**src/pkg/adcs_defs.svh**
```systemverilog
// Register offsets, field positions, reset values and codes of the ADC select block
`ifndef ADCS_DEFS_SVH
`define ADCS_DEFS_SVH

// ----------------------------------------------------------------------------
// Register byte offsets
// ----------------------------------------------------------------------------
`define ADCS_OFF_INSEL    8'h00
`define ADCS_OFF_CTRLB    8'h04
`define ADCS_OFF_CONV     8'h08
`define ADCS_OFF_RES_LOW  8'h0C
`define ADCS_OFF_RES_HIGH 8'h10
`define ADCS_OFF_IRQ_STAT 8'h14
`define ADCS_OFF_IRQ_MASK 8'h18

// ----------------------------------------------------------------------------
// Field positions and reset values
// ----------------------------------------------------------------------------
`define ADCS_INSEL_REF_HI   7
`define ADCS_INSEL_REF_LO   6
`define ADCS_INSEL_LADJ     5
`define ADCS_INSEL_MUX_HI   4
`define ADCS_CTRLB_CMPMUX   6
`define ADCS_CTRLB_MUXHI    3
`define ADCS_CTRLB_WR_MASK  8'h4F
`define ADCS_CONV_AUTO      0
`define ADCS_CONV_START     1
`define ADCS_IRQ_DONE       0
`define ADCS_RST_INSEL      8'h00
`define ADCS_RST_CTRLB      8'h00

// ----------------------------------------------------------------------------
// Result codes and bus answers
// ----------------------------------------------------------------------------
`define ADCS_SE_MAX    10'h3FF
`define ADCS_DIFF_MAX  10'h1FF
`define ADCS_DIFF_MIN  10'h200
`define ADCS_DIFF_HI_S 11'sh1FF
`define ADCS_DIFF_LO_S (-11'sh200)
`define ADCS_RESP_OKAY   2'b00
`define ADCS_RESP_SLVERR 2'b10

`endif

```
**src/pkg/adcs_pkg.sv**
```systemverilog
// Types and the input selector decode of the ADC select block
package adcs_pkg;

  typedef enum logic [1:0] {GAIN_1X, GAIN_10X, GAIN_200X} adcs_gain_e;
  typedef enum logic [1:0] {SPC_NONE, SPC_BANDGAP, SPC_GND, SPC_RSVD}
    adcs_spc_e;
  typedef enum logic {CONV_IDLE, CONV_BUSY} adcs_conv_e;

  typedef struct packed {
    logic       diff;
    logic [3:0] pos;
    logic [3:0] neg;
    adcs_gain_e gain;
    adcs_spc_e  spc;
  } adcs_sel_s;

  // Six-bit selector to input routing; bit 5 moves to the upper bank
  function automatic adcs_sel_s adcs_decode(input logic [5:0] sel);
    adcs_sel_s d;
    logic [3:0] bank;
    d    = '{diff: 1'b0, pos: 4'h0, neg: 4'h0, gain: GAIN_1X, spc: SPC_NONE};
    bank = {sel[5], 3'b000};
    case (sel[4:3])
      2'b00: begin
        d.pos = bank | {1'b0, sel[2:0]};
      end
      2'b01: begin
        d.diff = 1'b1;
        d.neg  = bank | {2'b00, sel[2], 1'b0};
        d.pos  = bank | {2'b00, sel[2], sel[0]};
        d.gain = sel[1] ? GAIN_200X : GAIN_10X;
      end
      2'b10: begin
        d.diff = 1'b1;
        d.pos  = bank | {1'b0, sel[2:0]};
        d.neg  = bank | 4'h1;
      end
      default: begin
        if (sel[2:1] == 2'b11) begin
          d.spc = sel[5] ? SPC_RSVD : (sel[0] ? SPC_GND : SPC_BANDGAP);
        end else begin
          d.diff = 1'b1;
          d.pos  = bank | {1'b0, sel[2:0]};
          d.neg  = bank | 4'h2;
        end
      end
    endcase
    return d;
  endfunction : adcs_decode

endpackage : adcs_pkg

```
**src/pkg/adcs_fmt_if.sv**
```systemverilog
// Carrier between the control core and the result formatter
`timescale 1ns/1ps
interface adcs_fmt_if;
  logic [9:0] result;
  logic       left_justify;
  logic [7:0] res_low;
  logic [7:0] res_high;
  modport core (output result, output left_justify,
                input res_low, input res_high);
  modport fmt  (input result, input left_justify,
                output res_low, output res_high);
endinterface : adcs_fmt_if

```
**src/adcs_top.sv**
```systemverilog
// ADC input select, reference select and result format control with AXI4-Lite
//
// Register access over AXI4-Lite and the placing of the registers were decided locally.
`timescale 1ns/1ps
`include "adcs_defs.svh"

// Summary of operation
// - The stored result changes only when a conversion finishes and flag sets.
// - Single-ended result unsigned, 0x000 ground to 0x3FF, clamped at top.
// - Differential result two's complement 0x200..0x1FF, saturating at ends.
// - Bit 9 of the result, in result_high, is the sign.
// - input_select_reg: ref_sel 7:6, left_justify 5, chan_gain_sel_lo 4:0.
// - ref_sel: 00 external pin, 01 analog supply, 10 1.1V, 11 2.56V.
// - Selector and reference writes apply only between conversions.
// - left_justify reformats the result bytes at once, even mid-conversion.
// - conv_ctrl_b_reg: comparator mux 6, sel_hi 3, trigger 2:0; 7,5,4 RO.
// - chan_gain_sel_hi is bit 5 of the six-bit selector.
// - Codes 0..7 pick single-ended inputs 0..7.
// - Codes 8..15 amplified pairs: bit0 positive, bit1 gain, bit2 negative.
// - Codes 16..18 pick inputs 0..2 against input 1 at unity gain.
// - trigger_src_sel picks the rising edge that starts auto conversions.
module adcs_top
  import adcs_pkg::*;
(
  // Clock, reset, enable
  input  wire logic        clk_sys,
  input  wire logic        nrst,
  input  wire logic        ce,
  // AXI4-Lite write
  input  wire logic [7:0]  s_axi_awaddr,
  input  wire logic        s_axi_awvalid,
  output logic             s_axi_awready,
  input  wire logic [31:0] s_axi_wdata,
  input  wire logic [3:0]  s_axi_wstrb,
  input  wire logic        s_axi_wvalid,
  output logic             s_axi_wready,
  output logic [1:0]       s_axi_bresp,
  output logic             s_axi_bvalid,
  input  wire logic        s_axi_bready,
  // AXI4-Lite read
  input  wire logic [7:0]  s_axi_araddr,
  input  wire logic        s_axi_arvalid,
  output logic             s_axi_arready,
  output logic [31:0]      s_axi_rdata,
  output logic [1:0]       s_axi_rresp,
  output logic             s_axi_rvalid,
  input  wire logic        s_axi_rready,
  // Converter core side
  input  wire logic [7:0]  trig_in,
  input  wire logic        conv_done_in,
  input  wire logic [10:0] conv_raw,
  output logic             conv_start,
  output logic             sel_diff,
  output logic [3:0]       sel_pos_ch,
  output logic [3:0]       sel_neg_ch,
  output logic [1:0]       sel_gain,
  output logic [1:0]       sel_special,
  output logic [1:0]       ref_active,
  output logic             int_ref_en,
  output logic             cmp_mux_en,
  // Interrupt
  output logic             irq
);

  // --------------------------------------------------------------------------
  // Helpers
  // --------------------------------------------------------------------------
  // Raw converter value to 10-bit code; the raw value has one guard bit
  function automatic logic [9:0] sat_code(input logic [10:0] raw,
                                          input logic diff);
    logic [9:0] c;
    c = raw[9:0];
    if (diff) begin
      if ($signed(raw) > `ADCS_DIFF_HI_S) c = `ADCS_DIFF_MAX;
      if ($signed(raw) < `ADCS_DIFF_LO_S) c = `ADCS_DIFF_MIN;
    end else if (raw[10]) begin
      c = `ADCS_SE_MAX;
    end
    return c;
  endfunction : sat_code

  // --------------------------------------------------------------------------
  // State
  // --------------------------------------------------------------------------
  logic [7:0]  insel_r, insel_nxt;
  logic [7:0]  ctrlb_r, ctrlb_nxt;
  logic        auto_r, auto_nxt;
  logic        done_flag_r, done_flag_nxt;
  logic        mask_r, mask_nxt;
  logic [9:0]  result_r, result_nxt;
  logic [7:0]  trig_prev_r;
  adcs_conv_e  conv_r, conv_nxt;
  adcs_sel_s   act_r, act_nxt;
  logic [1:0]  ref_r, ref_nxt;
  logic        start_r, start_nxt;
  logic        irq_r, irq_nxt;
  // Bus state
  logic        awrdy_r, awrdy_nxt, wrdy_r, wrdy_nxt;
  logic        have_aw_r, have_aw_nxt, have_w_r, have_w_nxt;
  logic [7:0]  waddr_r, waddr_nxt;
  logic [7:0]  wdata_r, wdata_nxt;
  logic        wstrb_r, wstrb_nxt;
  logic        bvalid_r, bvalid_nxt;
  logic [1:0]  bresp_r, bresp_nxt;
  logic        arrdy_r, arrdy_nxt, rvalid_r, rvalid_nxt;
  logic [31:0] rdata_r, rdata_nxt;
  logic [1:0]  rresp_r, rresp_nxt;

  logic        do_wr, rd_take, sw_start, trig_edge;

  adcs_fmt_if fmt_bus ();
  assign fmt_bus.result       = result_r;
  assign fmt_bus.left_justify = insel_r[`ADCS_INSEL_LADJ];

  adcs_fmt u_fmt (
    .clk_sys (clk_sys),
    .nrst    (nrst),
    .ce      (ce),
    .fi      (fmt_bus)
  );

  // --------------------------------------------------------------------------
  // AXI4-Lite slave
  // --------------------------------------------------------------------------
  // Address and data are taken in either order; one write outstanding
  always_comb begin
    have_aw_nxt = have_aw_r;
    have_w_nxt  = have_w_r;
    waddr_nxt   = waddr_r;
    wdata_nxt   = wdata_r;
    wstrb_nxt   = wstrb_r;
    bvalid_nxt  = bvalid_r;
    bresp_nxt   = bresp_r;
    do_wr       = 1'b0;
    if (s_axi_awvalid && awrdy_r) begin
      have_aw_nxt = 1'b1;
      waddr_nxt   = s_axi_awaddr;
    end
    if (s_axi_wvalid && wrdy_r) begin
      have_w_nxt = 1'b1;
      wdata_nxt  = s_axi_wdata[7:0];
      wstrb_nxt  = s_axi_wstrb[0];
    end
    if (bvalid_r && s_axi_bready) bvalid_nxt = 1'b0;
    if (have_aw_r && have_w_r && !bvalid_r) begin
      do_wr       = 1'b1;
      have_aw_nxt = 1'b0;
      have_w_nxt  = 1'b0;
      bvalid_nxt  = 1'b1;
      case (waddr_r)
        `ADCS_OFF_INSEL, `ADCS_OFF_CTRLB, `ADCS_OFF_CONV,
        `ADCS_OFF_RES_LOW, `ADCS_OFF_RES_HIGH,
        `ADCS_OFF_IRQ_STAT, `ADCS_OFF_IRQ_MASK: bresp_nxt = `ADCS_RESP_OKAY;
        default: bresp_nxt = `ADCS_RESP_SLVERR;
      endcase
    end
    awrdy_nxt = !have_aw_nxt && !bvalid_nxt;
    wrdy_nxt  = !have_w_nxt && !bvalid_nxt;
  end

  always_comb begin
    rd_take    = s_axi_arvalid && arrdy_r;
    rvalid_nxt = rvalid_r;
    rdata_nxt  = rdata_r;
    rresp_nxt  = rresp_r;
    if (rvalid_r && s_axi_rready) rvalid_nxt = 1'b0;
    if (rd_take) begin
      rvalid_nxt = 1'b1;
      rresp_nxt  = `ADCS_RESP_OKAY;
      rdata_nxt  = 32'h0000_0000;
      case (s_axi_araddr)
        `ADCS_OFF_INSEL:    rdata_nxt[7:0] = insel_r;
        `ADCS_OFF_CTRLB:    rdata_nxt[7:0] = ctrlb_r;
        `ADCS_OFF_CONV:
          rdata_nxt[1:0] = {conv_r == CONV_BUSY, auto_r};
        `ADCS_OFF_RES_LOW:  rdata_nxt[7:0] = fmt_bus.res_low;
        `ADCS_OFF_RES_HIGH: rdata_nxt[7:0] = fmt_bus.res_high;
        `ADCS_OFF_IRQ_STAT: rdata_nxt[0]   = done_flag_r;
        `ADCS_OFF_IRQ_MASK: rdata_nxt[0]   = mask_r;
        default:            rresp_nxt      = `ADCS_RESP_SLVERR;
      endcase
    end
    arrdy_nxt = !rvalid_nxt;
  end

  // --------------------------------------------------------------------------
  // Registers and conversion control
  // --------------------------------------------------------------------------
  always_comb begin
    insel_nxt = insel_r;
    ctrlb_nxt = ctrlb_r;
    auto_nxt  = auto_r;
    mask_nxt  = mask_r;
    sw_start  = 1'b0;
    if (do_wr && wstrb_r) begin
      case (waddr_r)
        `ADCS_OFF_INSEL: insel_nxt = wdata_r;
        `ADCS_OFF_CTRLB:
          ctrlb_nxt = wdata_r & `ADCS_CTRLB_WR_MASK;
        `ADCS_OFF_CONV: begin
          auto_nxt = wdata_r[`ADCS_CONV_AUTO];
          sw_start = wdata_r[`ADCS_CONV_START];
        end
        `ADCS_OFF_IRQ_MASK: mask_nxt = wdata_r[`ADCS_IRQ_DONE];
        default: ;
      endcase
    end
  end

  always_comb begin
    trig_edge     = trig_in[ctrlb_r[2:0]] &&
                    !trig_prev_r[ctrlb_r[2:0]];
    conv_nxt      = conv_r;
    result_nxt    = result_r;
    start_nxt     = 1'b0;
    act_nxt       = act_r;
    ref_nxt       = ref_r;
    done_flag_nxt = done_flag_r;
    // Status read clears first so a completion in the same cycle still sets
    if (rd_take && s_axi_araddr == `ADCS_OFF_IRQ_STAT) done_flag_nxt = 1'b0;
    case (conv_r)
      CONV_IDLE: begin
        // Staged selection reaches the analog side only between conversions
        act_nxt = adcs_decode({ctrlb_r[`ADCS_CTRLB_MUXHI],
                               insel_r[`ADCS_INSEL_MUX_HI:0]});
        ref_nxt = insel_r[`ADCS_INSEL_REF_HI:`ADCS_INSEL_REF_LO];
        if (sw_start || (auto_r && trig_edge)) begin
          start_nxt = 1'b1;
          conv_nxt  = CONV_BUSY;
        end
      end
      CONV_BUSY: begin
        if (conv_done_in) begin
          result_nxt    = sat_code(conv_raw, act_r.diff);
          done_flag_nxt = 1'b1;
          conv_nxt      = CONV_IDLE;
        end
      end
      default: conv_nxt = CONV_IDLE;
    endcase
    irq_nxt = done_flag_nxt && mask_nxt;
  end

  always_ff @(posedge clk_sys or negedge nrst) begin
    if (!nrst) begin
      insel_r     <= `ADCS_RST_INSEL;
      ctrlb_r     <= `ADCS_RST_CTRLB;
      auto_r      <= 1'b0;
      mask_r      <= 1'b0;
      done_flag_r <= 1'b0;
      result_r    <= 10'h000;
      trig_prev_r <= 8'h00;
      conv_r      <= CONV_IDLE;
      act_r       <= '{diff: 1'b0, pos: 4'h0, neg: 4'h0,
                       gain: GAIN_1X, spc: SPC_NONE};
      ref_r       <= 2'b00;
      start_r     <= 1'b0;
      irq_r       <= 1'b0;
      awrdy_r     <= 1'b0;
      wrdy_r      <= 1'b0;
      have_aw_r   <= 1'b0;
      have_w_r    <= 1'b0;
      waddr_r     <= 8'h00;
      wdata_r     <= 8'h00;
      wstrb_r     <= 1'b0;
      bvalid_r    <= 1'b0;
      bresp_r     <= 2'b00;
      arrdy_r     <= 1'b0;
      rvalid_r    <= 1'b0;
      rdata_r     <= 32'h0000_0000;
      rresp_r     <= 2'b00;
    end else if (ce) begin
      insel_r     <= insel_nxt;
      ctrlb_r     <= ctrlb_nxt;
      auto_r      <= auto_nxt;
      mask_r      <= mask_nxt;
      done_flag_r <= done_flag_nxt;
      result_r    <= result_nxt;
      trig_prev_r <= trig_in;
      conv_r      <= conv_nxt;
      act_r       <= act_nxt;
      ref_r       <= ref_nxt;
      start_r     <= start_nxt;
      irq_r       <= irq_nxt;
      awrdy_r     <= awrdy_nxt;
      wrdy_r      <= wrdy_nxt;
      have_aw_r   <= have_aw_nxt;
      have_w_r    <= have_w_nxt;
      waddr_r     <= waddr_nxt;
      wdata_r     <= wdata_nxt;
      wstrb_r     <= wstrb_nxt;
      bvalid_r    <= bvalid_nxt;
      bresp_r     <= bresp_nxt;
      arrdy_r     <= arrdy_nxt;
      rvalid_r    <= rvalid_nxt;
      rdata_r     <= rdata_nxt;
      rresp_r     <= rresp_nxt;
    end
  end

  // --------------------------------------------------------------------------
  // Outputs
  // --------------------------------------------------------------------------
  assign s_axi_awready = awrdy_r;
  assign s_axi_wready  = wrdy_r;
  assign s_axi_bvalid  = bvalid_r;
  assign s_axi_bresp   = bresp_r;
  assign s_axi_arready = arrdy_r;
  assign s_axi_rvalid  = rvalid_r;
  assign s_axi_rdata   = rdata_r;
  assign s_axi_rresp   = rresp_r;
  assign conv_start    = start_r;
  assign sel_diff      = act_r.diff;
  assign sel_pos_ch    = act_r.pos;
  assign sel_neg_ch    = act_r.neg;
  assign sel_gain      = act_r.gain;
  assign sel_special   = act_r.spc;
  assign ref_active    = ref_r;
  // Internal reference is powered only for codes 10 and 11
  assign int_ref_en    = ref_r[1];
  assign cmp_mux_en    = ctrlb_r[`ADCS_CTRLB_CMPMUX];
  assign irq           = irq_r;

endmodule : adcs_top

```
**src/adcs_fmt.sv**
```systemverilog
// Result formatter: justification of the stored result into two bytes
`timescale 1ns/1ps
module adcs_fmt
  import adcs_pkg::*;
(
  // Clock, reset, enable
  input  wire logic clk_sys,
  input  wire logic nrst,
  input  wire logic ce,
  // Core side
  adcs_fmt_if.fmt   fi
);

  logic [7:0] low_r;
  logic [7:0] high_r;
  logic [7:0] low_nxt;
  logic [7:0] high_nxt;

  // Follows the justify bit every cycle, so a change shows even mid-conversion
  always_comb begin
    if (fi.left_justify) begin
      high_nxt = fi.result[9:2];
      low_nxt  = {fi.result[1:0], 6'b00_0000};
    end else begin
      high_nxt = {6'b00_0000, fi.result[9:8]};
      low_nxt  = fi.result[7:0];
    end
  end

  always_ff @(posedge clk_sys or negedge nrst) begin
    if (!nrst) begin
      low_r  <= 8'h00;
      high_r <= 8'h00;
    end else if (ce) begin
      low_r  <= low_nxt;
      high_r <= high_nxt;
    end
  end

  assign fi.res_low  = low_r;
  assign fi.res_high = high_r;

endmodule : adcs_fmt

```
**config.mk**
```make
export PLATFORM = sky130hd
export DESIGN_NAME = adcs_top
export DESIGN_NICKNAME = d
export VERILOG_FILES = /design/src/pkg/adcs_pkg.sv /design/src/pkg/adcs_fmt_if.sv /design/src/adcs_top.sv /design/src/adcs_fmt.sv
export VERILOG_INCLUDE_DIRS = /design/src /design/src/pkg
export SDC_FILE = /design/constraint.sdc
export NUM_CORES = 1
export LEC_CHECK = 0
export BUFFER_PORTS_ARGS = -buffer_cell sky130_fd_sc_hd__buf_2
export CAP_MARGIN = 10
export CORE_ASPECT_RATIO = 2
export CORE_MARGIN = 1.5
export CORE_UTILIZATION = 40
export DETAILED_ROUTE_END_ITERATION = 12
export SYNTH_ARGS = -nofsm -noshare
export SYNTH_HDL_FRONTEND = slang
export SYNTH_SLANG_ARGS = --single-unit
```
**constraint.sdc**
```tcl
create_clock -name clk_sys -period 3.35 [get_ports clk_sys]
set_input_delay 0.8375 -clock clk_sys [delete_from_list [all_inputs] [get_ports clk_sys]]
set_output_delay 0.8375 -clock clk_sys [all_outputs]
set_load 0.05 [all_outputs]
```
==> run summary, run 1 <==
The flow ran to the end, and the final reports show no timing, DRC or antenna violations. The run gives 0 as the number of antenna violations at the first check in global routing. For the max-slew violation count, the log shows 0. Based on the critical path, the design can be clocked at up to 0.476 GHz. Counting every instance in the synthesized netlist gives 501. Setup violations remaining at the end of the flow were counted as 0.

The number of violations reported at the end of detailed-routing iteration 0 was 236; the headroom to the max-slew limit was 51.4%. The startpoint identified for the worst hold timing path is sel_pos_ch[3]. The logs give 18.4% for the global routing usage summed across all routing layers and 4 for the count of TritonRoute iterations in the first routing pass.

The run gives 8.63 mm as the post-detailed-placement half-perimeter wirelength. The clock net in this run drives a total of 101 sinks. The family with the most delay on the worst path was simple AND/OR/NAND/NOR gates.

The main flop type after synthesis was dfrtp_1. By area, the combinational part of the netlist is dominated by simple AND/OR/NAND/NOR gates. The tools report the required time at the endpoint of the critical path as 3.62 ns. The initial core utilization is 41.2%. Global routing consumed, on the met3 layer, 2.88% of the routing resources.

Total routed wirelength: 11.3 mm. Summed over its instances, the top area cell type makes up 50.6% of the synthesized netlist area. Together, buffers and inverters on the worst path number 2. The cell with the most instances after synthesis was dfrtp_1. Setup repair after global routing left no endpoint under its margin. The type of the worst setup path is in2reg. Number of different library cells in the post-synthesis netlist: 52.

The tools report the setup skew after layout as 0.00774 ns. In this run the critical register-to-register path is launched from waddr_r[1]. The detailed-route wire length per cell was 15.6 µm. The data arrival time of the critical path was 2.37 ns; the via count of the first global-routing pass was 3740. Mean instance size in the synthesized netlist: 9.96 µm². For this run, asynchronously set or reset flops after synthesis account for 100%.

The area of all placed cells without fillers is 5700 µm², and the worst-case vdd ir drop is 0.334 mV. The quantity of hold-fixing buffers added after cts came out at 0. The synthesized netlist devotes 15.9% of its cell area to simple gates.

The run gives 0 as the number of hold-slack violations in the final timing report. Area inside the core boundary: 12100 µm². In this run the clock root is driven by a clkbuf_16. The routed layout has 3731 vias. The number of rows in the core area came out at 57.

In this run, CTS created clock tree buffers numbering 9. For met2 alone, demand over resource in global routing was 32.7%. The signal on the critical path passes through buf_2, buf_4, nand3_1, nor2_1, nand4_1, o21ai_1. The path with the worst hold slack has its endpoint at sel_pos_ch[3]. The mux cell area share after synthesis was 10.2%; the post-CTS setup-driven buffer insertion count was 0.

Xor-xnor portion of the synthesized cell area: 0%. TritonCTS built the clock tree. Depth of the worst hold-timing path: 2.

Once placement finished, the instance area stood at 5410 µm². 140 I/O pins were placed. The commonest cells after synthesis are dfrtp_1, nand2_1, o21ai_0. The endpoint identified for the worst register-to-register timing path is insel_r[2]. The tools report the number of nets still failing antenna checks after routing as 0. After clock tree synthesis, the clock-pin slew on the worst setup and hold paths is 0.07 ns. The run gives 3 as the H-tree depth. The slowest stage of the critical path is the nand3_1 cell. The power density over the cells is 677 nW/µm². The port buffer count works out to 85.

The first global-routing pass estimated 18.4 mm of wire. Critical path startpoint category: a primary input. Ranked by total cell area, the synthesized netlist is headed by dfrtp_1, mux2_2, nand2_1, buf_4, o21ai_0. The number of cells on the worst reg-to-reg path is 4. At the later pin of the worst-skew pair, clock insertion delay measures 0.35 ns. Routability-driven placement finished with a final weighted congestion of 0.873.

The number of buffers between clock root and the deepest sink was 2; the largest driver fanout on the critical path was 24. dfrtp_1 takes more of the synthesized area than any other cell. For this design the static power due to leakage is 2.69 nW.

From synthesis to final layout, the design area changed by 14.3%. In this design, the stage delay of the slowest critical-path cell is 0.39 ns. Global routing finished with a remaining overflow of 0.

The layer carrying the most global-route usage is met2. The number of vias per cell after detailed routing was 5.15; the part of the Yosys area used for sequential elements was 50.6%. Cells fill 47.0% of the core in the end. The tightest min-delay check is of the reg2reg type. After layout, the worst path uses 62.7% of the clock period. The post-synthesis adder-cell area fraction is 1.25%, and the quantity of gates resized following cts is 0.

The kind of end point of the critical path was a register. The horizontal die dimension was 82.0 µm; the number of nets at the end of the flow was 658. Summing the areas of all compound-gate instances in the mapped netlist gives 13.1% of the synthesized area. Global routing used 19.8% of the available met1 tracks. For this run, the number of Yosys warnings is 0.

The run gives 1.33 ns as the worst-case register-to-register setup slack. Summed over all failing endpoints, the final setup total negative slack is 0 ns. Entering global routing, the biggest net connects 56 pins.

The count of flip-flops with a built-in enable after synthesis is 0, and the post-synthesis sequential element count is 101. The transition time at the pin with the least slew margin works out to 0.728 ns. 0 antenna diodes ended up in the layout. The summed instance area of the synthesized netlist is 4990 µm², and the total design power is 3.86 mW. For the number of maximum-capacitance constraint violations, the log shows 0.

The run gives 0 as the remaining design rule violation count. The area of the die came out at 13200 µm². The die height was 161 µm.

The fraction of final layout cells sized beyond drive strength 1 is 26.3%, and the minimum clock period is 2.10 ns.
[worst register-to-register path: stages (launching register included)]
cell       delay (ns)
dfrtp_1          0.41
nor4b_2          0.37
nand4bb_1        0.25
nor3_4           0.46
mux2_2           0.40
[power by group]
group | switching (mW) | leakage, nW | internal [mW] | total, mW
Combinational | 0.650 | 1.28 | 0.363 | 1.01
Sequential | 0.278 | 1.27 | 1.54 | 1.82
Clock | 0.505 | 0.144 | 0.529 | 1.03
Total | 1.43 | 2.69 | 2.43 | 3.86
[layout by cell type, fill, tap and decap left out, types with 10 or more instances in the layout]
master   netlist  layout
conb_1         1      27
dfrtp_1      101     101
buf_2          3      84
o21ai_0       40      40
a21oi_1       10      10
nor2_1        35      35
nand2_1       66      66
inv_1         28      28
mux2_2        39      39
nand3_1       20      20
[flip-flops by register name, summed over array words and instances, names as in the netlist, 3 cells and up]
register,cells
u_fmt.fi.res_low,8
ctrlb_r,5
sel_pos_ch,4
sel_neg_ch,3
fmt_bus.result,10
u_fmt.fi.res_high,8
waddr_r,8
insel_r,8
trig_prev_r,8
s_axi_rdata,8
wdata_r,8
[area by class of cell]
type / instances / area [µm²]
Clock buffer: 9 / 225
Clock inverter: 7 / 72.6
Sequential cell: 101 / 2530
Timing Repair Buffer: 89 / 470
Tap cell: 147 / 184
Inverter: 28 / 105
Multi-Input combinational cell: 344 / 2120
Fill cell: 1179 / 6420
[metal layers]
metal  share of wire, %  up-vias
met4                4.4        0
met1                 37     1765
met5                  0        -
li1                   -     1825
met2                 54      115
met3                4.3       26
[per-stage QoR]
step | setup slack, ns | instances | hold slack (ns)
floorplan | 1.13 | 527 | 0.444
global placement | 0.911 | 709 | 0.450
detailed placement | 0.896 | 709 | 0.456
CTS | 1.26 | 725 | 0.472
global route | 1.02 | 725 | 0.492
finish | 1.25 | 725 | 0.467
[worst max-delay path by stage]
stage	startpoint	end	cells past startpoint
global route	ce	s_axi_rdata[7]	6
global placement	ce	insel_r[7]	5
detailed placement	ce	insel_r[6]	5
CTS	ce	insel_r[2]	5
finish	ce	s_axi_rdata[7]	6
floorplan	ce	insel_r[0]	5
[cell families after synthesis]
kind of cell / Yosys count
AOI/OAI and AO/OA: 103
adders and majority gates: 5
other: 1
and+or+nand+nor: 163
DFF: 101
muxes: 46
buffers and inverters: 82
Note: power is estimated with default switching activity, not from simulation.
==> run 2, diff against run 1 <==
==> constraint.sdc (replaced) <==
create_clock -name clk_sys -period 2.2 [get_ports clk_sys]
set_input_delay 0.55 -clock clk_sys [delete_from_list [all_inputs] [get_ports clk_sys]]
set_output_delay 0.55 -clock clk_sys [all_outputs]
set_load 0.05 [all_outputs]
==> run 2 against run 1 <==
- worst setup slack lost 0.94 ns
- clock skew is 0.0015 ns higher
- via count increased by 1.2%
- utilization increased by 0.78 points
- worst hold slack worse by 0.33 ns
- combinational power up 55%
- sequential share of layout area is 0.73 points lower
- final cell count rose by 1.8%
- critical path type is now reg2reg
- critical endpoint is now insel_r[2]
==> run summary, run 2 (synthesis results as in run 1) <==
The switching portion of total power was 37.2% (+0.049 points). The met1 layer usage reported by global route was 20.2% (+0.34 points); the transition time at the pin with the least slew margin was 0.591 ns (-0.137 ns). The met3 demand-to-capacity share in global routing is 2.82% (-0.056 points), and the quantity of gates resized following cts is 0 (unchanged). The detailed-route wire length per cell was 15.5 µm (-0.60%). The largest driver fanout on the critical path was 10 (-58%); the die height was 161 µm (unchanged).

The logs give 3 (unchanged) for the H-tree depth and 671 (+2.0%) for the number of nets at the end of the flow. The run gives 0 (unchanged) as the number of antenna violations at the first check in global routing. For the number of nets still failing antenna checks after routing, the log shows 0 (unchanged). The master cell of the clock root buffer is clkbuf_16. The number of vias per cell after detailed routing was 5.11 (-0.63%); the standby leakage power was 2.75 nW (+2.3%).

For the later-pin clock latency in the skew report, the log shows 0.35 ns (about the same). The number of vias after detailed routing is 3774 (+1.2%), and the I/O pin count is 140 (unchanged). The post-detailed-placement half-perimeter wirelength is 8.91 mm (+3.3%), and the number of flip-flops under the largest register name is 10 (unchanged). The global routing usage summed across all routing layers was 18.5% (+0.15 points); the total clock buffers created by CTS was 9 (unchanged).

The horizontal die dimension is 82.0 µm (unchanged). The share of the cycle needed by the critical path after routing is 86.1%, and the worst hold margin is 0.135 ns (-0.332 ns). For the count of final setup violators, the log shows 0 (unchanged). The routed design could run at a clock period as short as 1.89 ns. The logs give 41 (-27%) for the maximum number of pins on one net before global-route repair and 2.20 mW (+54%) for the net switching power. The worst setup path is launched from a register. In the layout the commonest cells are dfrtp_1, buf_2, nand2_1. The area of the die is 13200 µm² (unchanged). The post-CTS setup-driven buffer insertion count came out at 0 (unchanged). The kind of end point of the critical path is a register.

The highest clock frequency the design can meet came out at 0.528 GHz. The fraction of final layout cells sized beyond drive strength 1 came out at 27.9% (+1.6 points). The initial core utilization is 41.2% (unchanged), and the area of all placed cells without fillers is 5800 µm² (+1.7%).

TritonCTS built the clock tree. The tools report the remaining design rule violation count as 0 (unchanged). The clock share of power is 26.7% (about the same).

Number of clock sinks: 101 (unchanged). The number of buffers between clock root and the deepest sink is 2 (unchanged). The standard cell area after detailed placement came out at 5500 µm² (+1.8%). The data arrival time of the critical path was 2.12 ns (-0.25 ns).

Setup TNS after final layout: 0 ns (unchanged). The commonest non-fill, non-tap cell in the layout was dfrtp_1. The worst-case vdd ir drop is 0.617 mV (+85%).

The worst hold path belongs to the class in2async. The combinational share of power is 26.5% (+0.3 points). Number of hold-slack violations in the final timing report: 0 (unchanged). The port buffer count is 85 (unchanged), and the share of power burned in registers is 46.8% (-0.2 points). The worst setup path is of the reg2reg kind. The setup skew after layout came out at 0.00925 ns (+0.00151 ns).

The tools report the internal power consumption as 3.73 mW (+53%). The run finished with clean final reports. For the met2 track utilization from global routing, the log shows 34.2% (+1.5 points).

The area inside the core boundary was 12100 µm² (unchanged); the number of antenna diodes was 0 (unchanged). For the total congestion overflow after global routing, the log shows 0 (unchanged). The area growth from synthesis to layout is 16.2%.

The layer flagged by global routing as most heavily used is met2. The run gives 4 (unchanged) as the count of TritonRoute iterations in the first routing pass. The number of violations reported at the end of detailed-routing iteration 0 is 219 (-7.2%), and the via count of the first global-routing pass is 3851 (+3.0%). Setup repair after global routing left no endpoint under its margin. For the required time at the endpoint of the critical path, the log shows 2.43 ns (-1.19 ns). The first-pass GRT wire length is 18.7 mm (+1.3%). The headroom to the max-slew limit came out at 60.5% (+9.1 points).

The run gives 0 (unchanged) as the number of maximum-capacitance constraint violations. Number of rows in the core area: 57 (unchanged). The post-CTS clock slew at the launch and capture registers of the worst setup and hold paths came out at 0.08 ns (about the same). The final weighted congestion in routability-driven placement is 0.868 (-0.68%), and the power density over the cells is 1020 nW/µm² (+51%). The worst-case reg-to-reg path depth is 5 (+1). The quantity of hold-fixing buffers added after cts was 0 (unchanged); the max-slew violation count was 0 (unchanged). The total routed wirelength is 11.5 mm (+1.2%).
==> run 2: cell types whose count changed in the layout (fill, tap and decap cells not counted), sizes merged <==
| cell | delta |
|---|---|
| buf | +13 |
| inv | +1 |
| clkinv | -1 |
==> run 2: worst paths after layout <==
kind | from | end | slack [ns]
setup / recovery | waddr_r[1] | insel_r[2] | 0.31
hold / removal | nrst | waddr_r[4] | 0.13
setup reg to reg | waddr_r[1] | insel_r[2] | 0.31
hold reg to reg | sel_pos_ch[0] | sel_pos_ch[0] | 0.46
max in group asynchronous | nrst | s_axi_rresp[1] | 1.49
min in group clk_sys | s_axi_awaddr[4] | waddr_r[4] | 0.43
==> run 2: stage by stage <==
stage / setup WS [ns] / total power, mW / std cells / util [%]
after floorplan: 0.216 / 3.91 / 527 / -
after detailed placement: 0.105 / 4.39 / 722 / 45.4
after CTS: 0.307 / 5.98 / 738 / 47.8
after global routing: 0.179 / 6.30 / 738 / 47.8
after global placement: 0.0958 / 4.33 / 722 / 45.4
final: 0.306 / 5.93 / 738 / 47.8
==> run 2: area by class of cell <==
cell class | count | area [µm²]
fillers | 1164 | 6320
flip-flops and latches | 101 | 2530
multi-input cells | 344 | 2120
repair buffers | 102 | 568
clock buffers | 9 | 225
well taps | 147 | 184
inverters | 28 | 105
clock inverters | 7 | 70.1
==> run 2: critical path, stage by stage (launching register included) <==
cell,delay [ns]
dfrtp_1,0.42
nor4b_2,0.37
nand4bb_1,0.25
nor3_4,0.17
buf_4,0.21
mux2_2,0.35
==> run 2: routing by layer <==
layer	vias up	wire length, µm
li1	1843	-
met1	1785	4300
met2	128	6340
met3	18	513
met4	0	319
met5	-	0
==> run 2: power groups by stage <==
| stage | clock network [mW] | logic [mW] | registers, mW |
|---|---|---|---|
| floorplan | 0 | 0.942 | 2.97 |
| global placement | 0 | 1.55 | 2.78 |
| detailed placement | 0 | 1.59 | 2.80 |
| CTS | 1.62 | 1.59 | 2.77 |
| global route | 1.71 | 1.74 | 2.84 |
| finish | 1.58 | 1.57 | 2.77 |
